<file path="config.mk">
export PLATFORM = sky130hd
export DESIGN_NAME = hub_cmd_core
export DESIGN_NICKNAME = d
export VERILOG_FILES = /design/src/rtl/hub_cmd_pkg.sv /design/src/rtl/hub_cmd_core.sv
export SDC_FILE = /design/constraint.sdc
export NUM_CORES = 1
export LEC_CHECK = 0
export BUFFER_PORTS_ARGS = -buffer_cell sky130_fd_sc_hd__buf_2
export CORE_ASPECT_RATIO = 1.75
export CORE_MARGIN = 8
export CORE_UTILIZATION = 50
export CTS_BUF_LIST = sky130_fd_sc_hd__clkbuf_4 sky130_fd_sc_hd__clkbuf_8 sky130_fd_sc_hd__clkbuf_16
export CTS_CLUSTER_DIAMETER = 100
export DETAILED_ROUTE_END_ITERATION = 8
export GPL_TIMING_DRIVEN = 0
export PLACE_DENSITY = 0.68
export SYNTH_ARGS = -nofsm -noshare
export SYNTH_HDL_FRONTEND = slang
export SYNTH_SLANG_ARGS = --single-unit
</file>
<file path="constraint.sdc">
create_clock -name core_clk_i -period 2.5 [get_ports core_clk_i]
set_input_delay 0.25 -clock core_clk_i [delete_from_list [all_inputs] [get_ports core_clk_i]]
set_output_delay 0.25 -clock core_clk_i [all_outputs]
set_load 0.05 [all_outputs]
</file>
<file path="src/rtl/hub_cmd_pkg.sv">
package hub_cmd_pkg;
   // core clock and documented times
   localparam int CLK_MHZ = 125;
   localparam int T_PORT_RESET_US = 10000;
   localparam int T_RESUME_US = 10000;
   localparam int PORT_RESET_CYC = T_PORT_RESET_US * CLK_MHZ;
   localparam int RESUME_CYC = T_RESUME_US * CLK_MHZ;
   localparam int CNT_W = 21;
   localparam int NUM_EP = 14;
   localparam int NUM_PORT = 2;
   localparam int FRAME_W = 11;
   // strap sampled once both sync stages hold pin values
   localparam logic [1:0] MODE_AGE_TAKE = 2'h2;

   // register port addresses
   localparam logic [1:0] ADDR_CMD = 2'h0;
   localparam logic [1:0] ADDR_DATA = 2'h1;

   // command codes
   localparam logic [7:0] CMD_SEL_LAST = 8'h0D;
   localparam logic [7:0] CMD_STALL_FIRST = 8'h40;
   localparam logic [7:0] CMD_STALL_LAST = 8'h4D;
   localparam logic [7:0] CMD_FEAT_CLR0 = 8'hE0;
   localparam logic [7:0] CMD_FEAT_CLR1 = 8'hE1;
   localparam logic [7:0] CMD_FEAT_SET0 = 8'hE8;
   localparam logic [7:0] CMD_FEAT_SET1 = 8'hE9;
   localparam logic [7:0] CMD_BUF_CLEAR = 8'hF2;
   localparam logic [7:0] CMD_SETUP_ACK = 8'hF1;
   localparam logic [7:0] CMD_FRAME = 8'hF5;
   localparam logic [7:0] CMD_RESUME = 8'hF6;
   localparam logic [7:0] CMD_HUB_CHG = 8'hF7;
   localparam logic [7:0] CMD_BUF_VALID = 8'hFA;

   // feature codes
   localparam logic [7:0] FEAT_ENABLE = 8'h00;
   localparam logic [7:0] FEAT_SUSPEND = 8'h01;
   localparam logic [7:0] FEAT_PORT_RESTART = 8'h02;
   localparam logic [7:0] FEAT_POWER = 8'h03;
   localparam logic [7:0] FEAT_C_CONN = 8'h04;
   localparam logic [7:0] FEAT_C_ENABLE = 8'h05;
   localparam logic [7:0] FEAT_C_SUSPEND = 8'h06;
   localparam logic [7:0] FEAT_C_OVERCUR = 8'h07;

   // port status and change byte bit positions
   localparam int ST_CONNECT = 0;
   localparam int ST_ENABLE = 1;
   localparam int ST_SUSPEND = 2;
   localparam int ST_OVERCUR = 3;
   localparam int ST_RESET = 4;
   localparam int ST_POWER = 5;
   localparam int ST_LOWSPEED = 6;

   // synchroniser bundle layout
   localparam int SY_LINK = 0;
   localparam int SY_SETUP = 1;
   localparam int SY_SOF = 2;
   localparam int SY_BABBLE = 3;
   localparam int SY_MODE = 4;
   localparam int SY_FRAME = 5;
   localparam int SY_CONN = 16;
   localparam int SY_LS = 18;
   localparam int SY_OC = 20;
   localparam int SY_W = 22;

   typedef enum logic [2:0] {
      PH_IDLE = 3'b001,
      PH_DATA = 3'b010,
      PH_DONE = 3'b100
   } cmd_phase_t;
endpackage

</file>
<file path="src/rtl/hub_cmd_core.sv">
`timescale 1ns/100ps
// Contract
// - codes 40h-4Dh plus one byte: bit0 stalls or unstalls that endpoint
// - a SETUP token unstalls both control endpoints unconditionally
// - unstalling flushes the buffer and returns its toggle to DATA0; a SETUP unstall flushes only the IN buffer (endpoint 1)
// - writing zero to an unstalled endpoint still reinitialises it
// - SETUP flushes IN buffer and blocks buffer validate and clear
// - E0h-E1h clear, E8h-E9h set a port feature, one byte follows
// - feature codes 0..7 decode; codes 4..7 only clear
// - mode 0: power and overcurrent change are hub wide
// - mode 1: per-port overcurrent inputs and change bits; clearing overcurrent change clears both ports
// - set power: on first, arm overcurrent second; clear turns both off
// - status query returns status byte then change byte
// - reset status bit stays high for the 10 ms port reset
// - status reports connect, enable, suspend, overcurrent, power, low speed
// - change bits set on change and hold until cleared
// - F7h byte: bit0 local power change, bit1 embedded change into hub
// - F6h drives upstream resume for 10 ms
// - downstream events start upstream resume by themselves
// - F5h reads last good frame number, low byte first
// - babble disables the embedded function automatically
module hub_cmd_core #(
   parameter int PORT_RESET_CYC = hub_cmd_pkg::PORT_RESET_CYC,
   parameter int RESUME_CYC = hub_cmd_pkg::RESUME_CYC
) (
   input wire logic core_clk_i,
   input wire logic rst_n_i,
   input wire logic [1:0] addr_i,
   input wire logic [7:0] wdata_i,
   input wire logic wr_i,
   input wire logic rd_i,
   output logic [7:0] rdata_o,
   input wire logic mode_i,
   input wire logic link_clk_i,
   input wire logic setup_i,
   input wire logic sof_i,
   input wire logic babble_i,
   input wire logic [10:0] frame_i,
   input wire logic [1:0] connect_i,
   input wire logic [1:0] low_speed_i,
   input wire logic [1:0] overcur_i,
   output logic [13:0] stall_o,
   output logic [13:0] flush_o,
   output logic [13:0] toggle_o,
   output logic buf_blocked_o,
   output logic buf_clear_o,
   output logic buf_valid_o,
   output logic power_o,
   output logic [1:0] port_en_o,
   output logic [1:0] port_susp_o,
   output logic [1:0] port_rst_o,
   output logic resume_o,
   output logic emb_off_o,
   output logic [3:0] hub_chg_o
);
   localparam logic [hub_cmd_pkg::CNT_W-1:0] RST_LOAD = hub_cmd_pkg::CNT_W'(PORT_RESET_CYC - 1);
   localparam logic [hub_cmd_pkg::CNT_W-1:0] RES_LOAD = hub_cmd_pkg::CNT_W'(RESUME_CYC - 1);

   typedef struct packed {
      logic [hub_cmd_pkg::SY_W-1:0] sy1;
      logic [hub_cmd_pkg::SY_W-1:0] sy2;
      logic link_prev;
      logic mode;
      logic [1:0] mode_age;
      hub_cmd_pkg::cmd_phase_t phase;
      logic [7:0] cmd;
      logic byte_cnt;
      logic [3:0] sel_ep;
      logic [7:0] rdata;
      logic [13:0] stall;
      logic [13:0] flush;
      logic [13:0] toggle;
      logic [1:0] lock;
      logic blocked;
      logic buf_clear;
      logic buf_valid;
      logic power;
      logic oc_arm;
      logic [1:0] en;
      logic [1:0] susp;
      logic [1:0] rst;
      logic [1:0][hub_cmd_pkg::CNT_W-1:0] rst_cnt;
      logic [1:0] conn_prev;
      logic [1:0] oc_prev;
      logic [1:0] chg_conn;
      logic [1:0] chg_en;
      logic [1:0] chg_susp;
      logic [1:0] chg_rst;
      logic [1:0] chg_oc;
      logic [1:0] ext_chg;
      logic resume;
      logic [hub_cmd_pkg::CNT_W-1:0] res_cnt;
      logic [10:0] frame;
      logic emb_off;
      logic [3:0] hub_chg;
   } state_t;

   state_t r_ff;
   state_t nxt_r;

   // overcurrent seen by port p: one shared input in mode 0
   function automatic logic oc_of(input logic mode, input logic [1:0] oc, input int p);
      oc_of = mode ? oc[p] : oc[0];
   endfunction

   // status byte of one port
   function automatic logic [7:0] status_of(input state_t s, input int p);
      logic [7:0] b;
      b = 8'h00;
      b[hub_cmd_pkg::ST_CONNECT] = s.conn_prev[p];
      b[hub_cmd_pkg::ST_ENABLE] = s.en[p];
      b[hub_cmd_pkg::ST_SUSPEND] = s.susp[p];
      b[hub_cmd_pkg::ST_OVERCUR] = s.oc_prev[p];
      b[hub_cmd_pkg::ST_RESET] = s.rst[p];
      b[hub_cmd_pkg::ST_POWER] = s.power;
      b[hub_cmd_pkg::ST_LOWSPEED] = s.conn_prev[p] & s.sy2[hub_cmd_pkg::SY_LS + p];
      status_of = b;
   endfunction

   // change byte of one port
   function automatic logic [7:0] change_of(input state_t s, input int p);
      logic [7:0] b;
      b = 8'h00;
      b[hub_cmd_pkg::ST_CONNECT] = s.chg_conn[p];
      b[hub_cmd_pkg::ST_ENABLE] = s.chg_en[p];
      b[hub_cmd_pkg::ST_SUSPEND] = s.chg_susp[p];
      b[hub_cmd_pkg::ST_OVERCUR] = s.chg_oc[p];
      b[hub_cmd_pkg::ST_RESET] = s.chg_rst[p];
      change_of = b;
   endfunction

   logic link_edge;
   logic setup_ev;
   logic sof_ev;
   logic babble_ev;
   logic data_wr;
   logic first_wr;
   logic [3:0] ep_idx;
   logic port_idx;
   logic [1:0] oc_now;

   // link strobes are sampled only on a detected link clock rising edge
   assign link_edge = r_ff.sy2[hub_cmd_pkg::SY_LINK] & ~r_ff.link_prev;
   assign setup_ev = link_edge & r_ff.sy2[hub_cmd_pkg::SY_SETUP];
   assign sof_ev = link_edge & r_ff.sy2[hub_cmd_pkg::SY_SOF];
   assign babble_ev = link_edge & r_ff.sy2[hub_cmd_pkg::SY_BABBLE];
   assign data_wr = wr_i && addr_i == hub_cmd_pkg::ADDR_DATA;
   assign first_wr = data_wr && r_ff.phase == hub_cmd_pkg::PH_DATA;
   assign ep_idx = r_ff.cmd[3:0];
   assign port_idx = r_ff.cmd[0];
   assign oc_now[0] = r_ff.oc_arm & oc_of(r_ff.mode, r_ff.sy2[hub_cmd_pkg::SY_OC +: 2], 0);
   assign oc_now[1] = r_ff.oc_arm & oc_of(r_ff.mode, r_ff.sy2[hub_cmd_pkg::SY_OC +: 2], 1);

   // next state: software clears first, hardware sets last so sets win
   always_comb begin
      logic [7:0] f;
      logic is_set;
      f = wdata_i;
      is_set = r_ff.cmd == hub_cmd_pkg::CMD_FEAT_SET0 || r_ff.cmd == hub_cmd_pkg::CMD_FEAT_SET1;
      nxt_r = r_ff;
      nxt_r.sy1 = {overcur_i, low_speed_i, connect_i, frame_i, mode_i, babble_i, sof_i,
                   setup_i, link_clk_i};
      nxt_r.sy2 = r_ff.sy1;
      nxt_r.link_prev = r_ff.sy2[hub_cmd_pkg::SY_LINK];
      nxt_r.flush = 14'h0000;
      nxt_r.buf_clear = 1'b0;
      nxt_r.buf_valid = 1'b0;
      nxt_r.rdata = 8'h00;
      // strap taken once the sync stages hold pin values, not their reset zeros
      if (r_ff.mode_age != 2'h3) begin
         nxt_r.mode_age = r_ff.mode_age + 2'h1;
      end
      if (r_ff.mode_age == hub_cmd_pkg::MODE_AGE_TAKE) begin
         nxt_r.mode = r_ff.sy2[hub_cmd_pkg::SY_MODE];
      end
      // upstream resume timer first, so a new command or event restarts it
      if (r_ff.resume) begin
         if (r_ff.res_cnt == '0) begin
            nxt_r.resume = 1'b0;
         end else begin
            nxt_r.res_cnt = r_ff.res_cnt - 1'b1;
         end
      end
      // command byte
      if (wr_i && addr_i == hub_cmd_pkg::ADDR_CMD) begin
         nxt_r.cmd = wdata_i;
         nxt_r.byte_cnt = 1'b0;
         nxt_r.phase = hub_cmd_pkg::PH_DATA;
         if (wdata_i <= hub_cmd_pkg::CMD_SEL_LAST) begin
            nxt_r.sel_ep = wdata_i[3:0];
         end else if (wdata_i == hub_cmd_pkg::CMD_SETUP_ACK) begin
            nxt_r.lock[r_ff.sel_ep[0]] = 1'b0;
         end else if (wdata_i == hub_cmd_pkg::CMD_BUF_CLEAR) begin
            nxt_r.buf_clear = r_ff.lock == 2'b00;
         end else if (wdata_i == hub_cmd_pkg::CMD_BUF_VALID) begin
            nxt_r.buf_valid = r_ff.lock == 2'b00;
         end else if (wdata_i == hub_cmd_pkg::CMD_RESUME) begin
            nxt_r.resume = 1'b1;
            nxt_r.res_cnt = RES_LOAD;
         end
      end
      // single data byte commands; later bytes land in PH_DONE and are dropped
      if (first_wr) begin
         nxt_r.phase = hub_cmd_pkg::PH_DONE;
         if (r_ff.cmd >= hub_cmd_pkg::CMD_STALL_FIRST &&
             r_ff.cmd <= hub_cmd_pkg::CMD_STALL_LAST) begin
            nxt_r.stall[ep_idx] = wdata_i[0];
            if (!wdata_i[0]) begin
               nxt_r.flush[ep_idx] = 1'b1;
               nxt_r.toggle[ep_idx] = 1'b0;
            end
         end else if (r_ff.cmd == hub_cmd_pkg::CMD_HUB_CHG) begin
            nxt_r.ext_chg = wdata_i[1:0];
         end else if (is_set || r_ff.cmd == hub_cmd_pkg::CMD_FEAT_CLR0 ||
                      r_ff.cmd == hub_cmd_pkg::CMD_FEAT_CLR1) begin
            if (f == hub_cmd_pkg::FEAT_ENABLE) begin
               nxt_r.en[port_idx] = is_set;
            end else if (f == hub_cmd_pkg::FEAT_SUSPEND) begin
               nxt_r.susp[port_idx] = is_set;
            end else if (f == hub_cmd_pkg::FEAT_PORT_RESTART) begin
               if (is_set) begin
                  nxt_r.rst[port_idx] = 1'b1;
                  nxt_r.rst_cnt[port_idx] = RST_LOAD;
               end else begin
                  nxt_r.chg_rst[port_idx] = 1'b0;
               end
            end else if (f == hub_cmd_pkg::FEAT_POWER) begin
               // gang switch, so the port number never matters here
               if (!is_set) begin
                  nxt_r.power = 1'b0;
                  nxt_r.oc_arm = 1'b0;
               end else if (!r_ff.power) begin
                  nxt_r.power = 1'b1;
               end else begin
                  nxt_r.oc_arm = 1'b1;
               end
            end else if (!is_set && f == hub_cmd_pkg::FEAT_C_CONN) begin
               nxt_r.chg_conn[port_idx] = 1'b0;
            end else if (!is_set && f == hub_cmd_pkg::FEAT_C_ENABLE) begin
               nxt_r.chg_en[port_idx] = 1'b0;
            end else if (!is_set && f == hub_cmd_pkg::FEAT_C_SUSPEND) begin
               nxt_r.chg_susp[port_idx] = 1'b0;
            end else if (!is_set && f == hub_cmd_pkg::FEAT_C_OVERCUR) begin
               nxt_r.chg_oc = 2'b00;
            end
            if (!is_set && f == hub_cmd_pkg::FEAT_SUSPEND && r_ff.susp[port_idx]) begin
               nxt_r.chg_susp[port_idx] = 1'b1;
            end
         end
      end
      // reads: status then change byte, or frame low then high; a third read gives zero
      if (rd_i && addr_i == hub_cmd_pkg::ADDR_DATA && r_ff.phase == hub_cmd_pkg::PH_DATA) begin
         nxt_r.byte_cnt = 1'b1;
         if (r_ff.cmd == hub_cmd_pkg::CMD_FEAT_CLR0 || r_ff.cmd == hub_cmd_pkg::CMD_FEAT_CLR1) begin
            nxt_r.rdata = r_ff.byte_cnt ? change_of(r_ff, int'(port_idx)) :
                          status_of(r_ff, int'(port_idx));
         end else if (r_ff.cmd == hub_cmd_pkg::CMD_FRAME) begin
            nxt_r.rdata = r_ff.byte_cnt ? {5'h00, r_ff.frame[10:8]} :
                          r_ff.frame[7:0];
         end
         if (r_ff.byte_cnt) begin
            nxt_r.phase = hub_cmd_pkg::PH_DONE;
         end
      end
      // port reset timers
      for (int p = 0; p < hub_cmd_pkg::NUM_PORT; p++) begin
         if (r_ff.rst[p]) begin
            if (r_ff.rst_cnt[p] == '0) begin
               nxt_r.rst[p] = 1'b0;
               nxt_r.chg_rst[p] = 1'b1;
               nxt_r.en[p] = 1'b1;
            end else begin
               nxt_r.rst_cnt[p] = r_ff.rst_cnt[p] - 1'b1;
            end
         end
      end
      // downstream connect and overcurrent changes
      for (int p = 0; p < hub_cmd_pkg::NUM_PORT; p++) begin
         nxt_r.conn_prev[p] = r_ff.sy2[hub_cmd_pkg::SY_CONN + p];
         nxt_r.oc_prev[p] = oc_now[p];
         if (r_ff.conn_prev[p] != r_ff.sy2[hub_cmd_pkg::SY_CONN + p]) begin
            nxt_r.chg_conn[p] = 1'b1;
            nxt_r.resume = 1'b1;
            nxt_r.res_cnt = RES_LOAD;
            if (!r_ff.sy2[hub_cmd_pkg::SY_CONN + p]) begin
               if (r_ff.en[p]) begin
                  nxt_r.chg_en[p] = 1'b1;
               end
               nxt_r.en[p] = 1'b0;
            end
         end
         if (r_ff.oc_prev[p] != oc_now[p]) begin
            nxt_r.chg_oc[p] = 1'b1;
            nxt_r.resume = 1'b1;
            nxt_r.res_cnt = RES_LOAD;
         end
      end
      // setup arrival on the control pair: unstall, reinit, lock buffer commands
      if (setup_ev) begin
         nxt_r.stall[1:0] = 2'b00;
         nxt_r.toggle[1:0] = 2'b00;
         nxt_r.flush[1] = 1'b1;
         nxt_r.lock = 2'b11;
      end
      if (sof_ev) begin
         nxt_r.frame = r_ff.sy2[hub_cmd_pkg::SY_FRAME +: hub_cmd_pkg::FRAME_W];
      end
      if (babble_ev) begin
         nxt_r.emb_off = 1'b1;
      end else if (first_wr && r_ff.cmd == hub_cmd_pkg::CMD_HUB_CHG) begin
         nxt_r.emb_off = 1'b0;
      end
      nxt_r.hub_chg = {|{change_of(r_ff, 1)}, |{change_of(r_ff, 0)}, r_ff.ext_chg};
      nxt_r.blocked = |nxt_r.lock;
   end

   // one register for the whole state
   always_ff @(posedge core_clk_i or negedge rst_n_i) begin
      if (!rst_n_i) begin
         r_ff <= '0;
         r_ff.phase <= hub_cmd_pkg::PH_IDLE;
      end else begin
         r_ff <= nxt_r;
      end
   end

   assign rdata_o = r_ff.rdata;
   assign stall_o = r_ff.stall;
   assign flush_o = r_ff.flush;
   assign toggle_o = r_ff.toggle;
   assign buf_blocked_o = r_ff.blocked;
   assign buf_clear_o = r_ff.buf_clear;
   assign buf_valid_o = r_ff.buf_valid;
   assign power_o = r_ff.power;
   assign port_en_o = r_ff.en;
   assign port_susp_o = r_ff.susp;
   assign port_rst_o = r_ff.rst;
   assign resume_o = r_ff.resume;
   assign emb_off_o = r_ff.emb_off;
   assign hub_chg_o = r_ff.hub_chg;
endmodule

</file>
# Word-level counts from Yosys, hierarchy flattened
# Cells that the tools add are included.
dict set report totals {
  ff_bits 223
  wordCells 348
  out_inout_bits 66
  inputBits 36
}
dict set report classes {
  eq_ne 57
  add_sub_neg 5
  n_mux 146
  n_lt_le_gt_ge 11
  bitwise 28
  reduce_logical 60
}
# cell n
set op_table {}
lappend op_table {{two-way mux 22 bit} 11}
lappend op_table {{two-way mux 48 bit} 4}
lappend op_table {{two-way mux 44 bit} 3}
lappend op_table {{two-way mux 21 bit} 6}
lappend op_table {{equality test 8 bit, second input constant} 10}
lappend op_table {{two-way mux 10 bit} 8}
lappend op_table {{zero test 21 bit} 3}
lappend op_table {{subtractor 21 x 1 -> 21 bit, second input constant} 3}
lappend op_table {{two-way mux 1 bit} 62}
lappend op_table {{two-way mux 30 bit} 2}
lappend op_table {{!= test 2 x 1 -> 1 bit, second input constant} 27}
lappend op_table {{two-way mux 2 bit} 24}
lappend op_table {{two-way mux 46 bit} 1}
lappend op_table {{equality test 8 x 3 -> 1 bit, second input constant} 4}
lappend op_table {{two-way mux 8 bit} 4}
lappend op_table {{nonzero test 2 bit} 16}
lappend op_table {{two-way mux 28 bit} 1}
lappend op_table {{AND reduction 9 bit} 3}
lappend op_table {{two-way mux 12 bit} 2}
lappend op_table {{AND reduction 12 bit} 2}
lappend op_table {{OR 22 bit} 1}
lappend op_table {{demux 21 bit (select 1 bit)} 1}
lappend op_table {{bitwise AND 20 bit} 1}
lappend op_table {{NOT 20 bit} 1}
lappend op_table {{other kinds (46)} 107}

# Longest topological paths before layout
dict set report logic_depth {
  ltp_word 26
  mapped_depth 8
  mapped_depth_nobuf 7
}

# Least setup slack after synthesis
# No wires, ideal clock.
dict set report synth_timing {
  path_kind {register to register}
  startpoint {register r_ff[75] in the netlist's numbering}
  endpoint {register r_ff[87] in the netlist's numbering}
  arrival_time_ns 2.300
  path_stages_with_launch 8
  path_slack_ns 0.079
  period_less_slack_ns 2.421
  required_ns 2.379
  setup_time_ns 0.121
  n_path_buf 0
  path_cell_list {dfrtp_1 inv_1 ha_1 or4b_1 or3_4 o31a_1 or2_1 o22a_1}
}
# item line
set synth_rtl {}
lappend synth_rtl {{start, declared} hub_cmd_core.sv:98} ;# state_t r_ff;
lappend synth_rtl {{start signal, assigned} hub_cmd_core.sv:323} ;# r_ff <= nxt_r;

==> results by group <==
Power
  • Peak supply drop: 0.622 mV
  • Leak pwr: 5.55 nW
  • Power density cells: approximately 650 mW/mm²
  • Final Total Pwr: 7.70 mW

Floorplanning
  • I/O pin count: around 100
  • Die width: 122 µm
  • Area of the die: 0.0245 mm²
  • Die Y: 201 µm
  • Starting Density: 0.510
  • Row cnt: 67
  • Core outline area: 0.0192 mm²

Routing
  • # DRC: 0
  • Final WL: 22.0 mm
  • Pre-antenna DRT Iters: 4
  • Via density: approximately 5.5
  • Final ANT Viol Nets: 0
  • Wire per inst: 17.2 µm
  • Initial DRC Count: about 420
  • Via count: 6989

Synth
  • Synth Register Bits: 220
  • Sequential area share after synthesis: 0.563
  • Number of flops mapped to enable cells by yosys: 0
  • Post-synthesis cell area: just under 0.01 mm²
  • Async set-or-reset flop fraction in the synthesized netlist: 1.00
  • Yosys top cell area share: 0.560
  • Yosys Warn Count: 0
  • Synth area leaders: dfrtp_1, buf_4, mux2_2, nor2_1, nor3_1
  • Yosys top cell by area: dfrtp_1
  • Synth unique cells: 73
  • Post-Syn Area per Cell: 11.4 µm²
  • Dominant synthesized flop cell: dfrtp_1
  • Syn_nets: 900
  • Post-Synthesis Cells: 859

CTS
  • Clk sinks: between 200 and 250
  • Worst-path clk slew: 70 ps
  • H-tree levels: 1
  • CTS tree: yes
  • Root Driver: clkbuf_16
  • CTS Buf Count: 20
  • Worst-Skew Late Latency: 500 ps
  • CTS max path bufs: 3

Worst setup path
  • Crit path required time: 2880 ps
  • CP startpoint kind: flop
  • Reg2Reg Launch Point: r_ff[75]
  • CP Max Fanout: 8
  • Critical path class: reg -> reg
  • CP Capture Type: flop
  • FF-to-FF End: r_ff[87]
  • R2R setup slack: 30 ps
  • Arr. time, crit path: 2840 ps
  • R2R cell count: 7

STA
  • Final setup violating endpoints: 0
  • Final worst path period share: 0.986
  • Slew Limit Headroom: 0.252
  • Final setup margin: 33.8 ps
  • Hold Fails Final Rpt: 0
  • Worst slew pin tran: 1110 ps
  • Fin crit period: 2470 ps
  • Final max-slew violation count: 0
  • RSZ-0062 raised after global routing: yes
  • Total negative slack: 0 ps
  • Achievable Freq: 405 MHz
  • Clk_skew: 24.4 ps

Global routing
  • GRT Total Usage: 0.178
  • Total gr overflow: 0
  • Largest net degree at the start of global routing: 128
  • Vias in the first global route: 7222
  • First-pass GRT wire length: 35.7 mm
  • Initial antenna violation count: 0

Placement
  • Number of port buffers: 101
  • Placer's final routability congestion estimate: 0.863
  • Place WS: -395 ps
  • Post-DP HPWL: 15.5 mm
  • DP Area: approximately 0.011 mm²

Min path
  • Hold endpoint: r_ff[169]
  • Hold path start: wdata_i[5]
  • Min-Delay Path Class: in -> reg
  • WHS Path Cells: 2

Final layout
  • Synthesis-to-finish area growth: 21.4%
  • Antenna cells: 0
  • Fin nets: between 1000 and 1500
  • Final Util: 0.619
  • Share of cells above drive strength 1: 0.310
  • Final Cell Area: 0.0119 mm²

Job
  • Max cap viols: 0

Status
  • Outcome: finished clean
routing by layer:
layer  part of all wire  vias to the layer above  wire length, µm  global-route usage
li1                   -                     3361                -                   -
met1               0.37                     3426             8230               0.190
met2               0.55                      157            12100               0.339
met3              0.046                       45             1010              0.0220
met4              0.030                        0              656              0.0704
met5                  0                        -                0                   0
synthesized netlist by cell type (9+ instances only):
| cell | n |
|---|---|
| dfrtp_1 | 219 |
| nor4_1 | 18 |
| a21oi_1 | 17 |
| o21ai_0 | 19 |
| xnor2_1 | 19 |
| nor3_1 | 43 |
| or2_2 | 10 |
| inv_1 | 23 |
| or3_1 | 20 |
| nor2b_1 | 22 |
| a22o_1 | 10 |
| or4_1 | 12 |
| nor2_1 | 65 |
| nand3_1 | 21 |
| clkbuf_1 | 18 |
| nand2_1 | 49 |
| and3_1 | 13 |
| buf_4 | 62 |
| mux2_2 | 41 |
| a22oi_1 | 9 |
timing repair:
action | 4_1_cts | 5_1_grt
hold buffers | 25 | 0
cloned | 1 | 0
hold endpoints to repair | 117 | 0
buffers inserted | 10 | 7
pin swaps | 7 | 7
gates resized for setup | 20 | 21
setup endpoints to repair | 56 | 47
final cells by class:
cell class                 instances  area [µm²]
clock inverter                    12         158
timing repair buffer             145         928
fill                            1577        7320
tap                              241         302
multi-input combinational        532        3790
clock buffer                      24         549
buffer                            81         556
inverter                          23        86.3
sequential                       220        5510
flip-flops by register name (all words and copies together) (netlist names), 2 cells and up:
register,cells
ep_idx,4
flush_o,14
hub_chg_o,4
nxt_r,27
port_en_o,2
port_rst_o,2
port_susp_o,2
r_ff,123
rdata_o,8
stall_o,14
toggle_o,14
layout by cell type (no fill, tap or decap), drive strengths merged, types with 8 or more instances in the layout:
cell / instances
and3: 13
nand2b: 8
nand2: 49
nor4: 19
clkbuf: 40
or2: 11
o21ai: 20
mux2: 41
nor3: 43
xnor2: 19
a22o: 10
inv: 23
or4: 14
a21oi: 17
nand4: 8
a22oi: 9
nand3: 21
dfrtp: 219
nor2b: 22
or3: 21
nor2: 66
dlygate4sd3: 25
buf: 185
stage by stage:
step | hold WS (ps) | instances
detailed placement | 318 | 1202
CTS | 17.8 | 1272
global route | 21.0 | 1278
global placement | 331 | 1201
floorplan | -45.6 | 859
finish | 31.5 | 1278
critical path: stages, from the launching register on:
cell,delay [ps]
dfrtp_1,390
inv_2,80
ha_4,140
or4b_4,460
or3_4,370
o31a_1,380
or2_4,330
o22a_1,210
cell families (layout without fill, tap and decap cells):
group | count (synthesis) | in the layout | share of synthesized area
muxes | 50 | 50 | 0.0628
buffers and inverters | 107 | 285 | 0.0659
adders and majority gates | 5 | 5 | 0.00639
and+or+nand+nor | 328 | 328 | 0.185
DFF | 220 | 220 | 0.563
xor gates and xnor gates | 26 | 26 | 0.0233
AOI/OAI and AO/OA | 123 | 123 | 0.0940
where the power goes:
group,internal (mW),switching [mW]
Combinational,0.265,0.380
Clock,1.90,1.35
Sequential,3.69,0.118
worst max path at each step:
| stage | start | endpoint | slack [ps] | cells past startpoint |
|---|---|---|---|---|
| floorplan | r_ff[75] | r_ff[87] | 80 | 7 |
| global placement | rst_n_i | hub_chg_o[0] | -2550 | 1 |
| detailed placement | wdata_i[5] | r_ff[88] | -400 | 6 |
| CTS | r_ff[76] | r_ff[87] | -10 | 7 |
| global route | r_ff[75] | r_ff[87] | -40 | 7 |
| finish | r_ff[75] | r_ff[87] | 30 | 7 |
No activity file was read; power rests on OpenSTA's default activity.
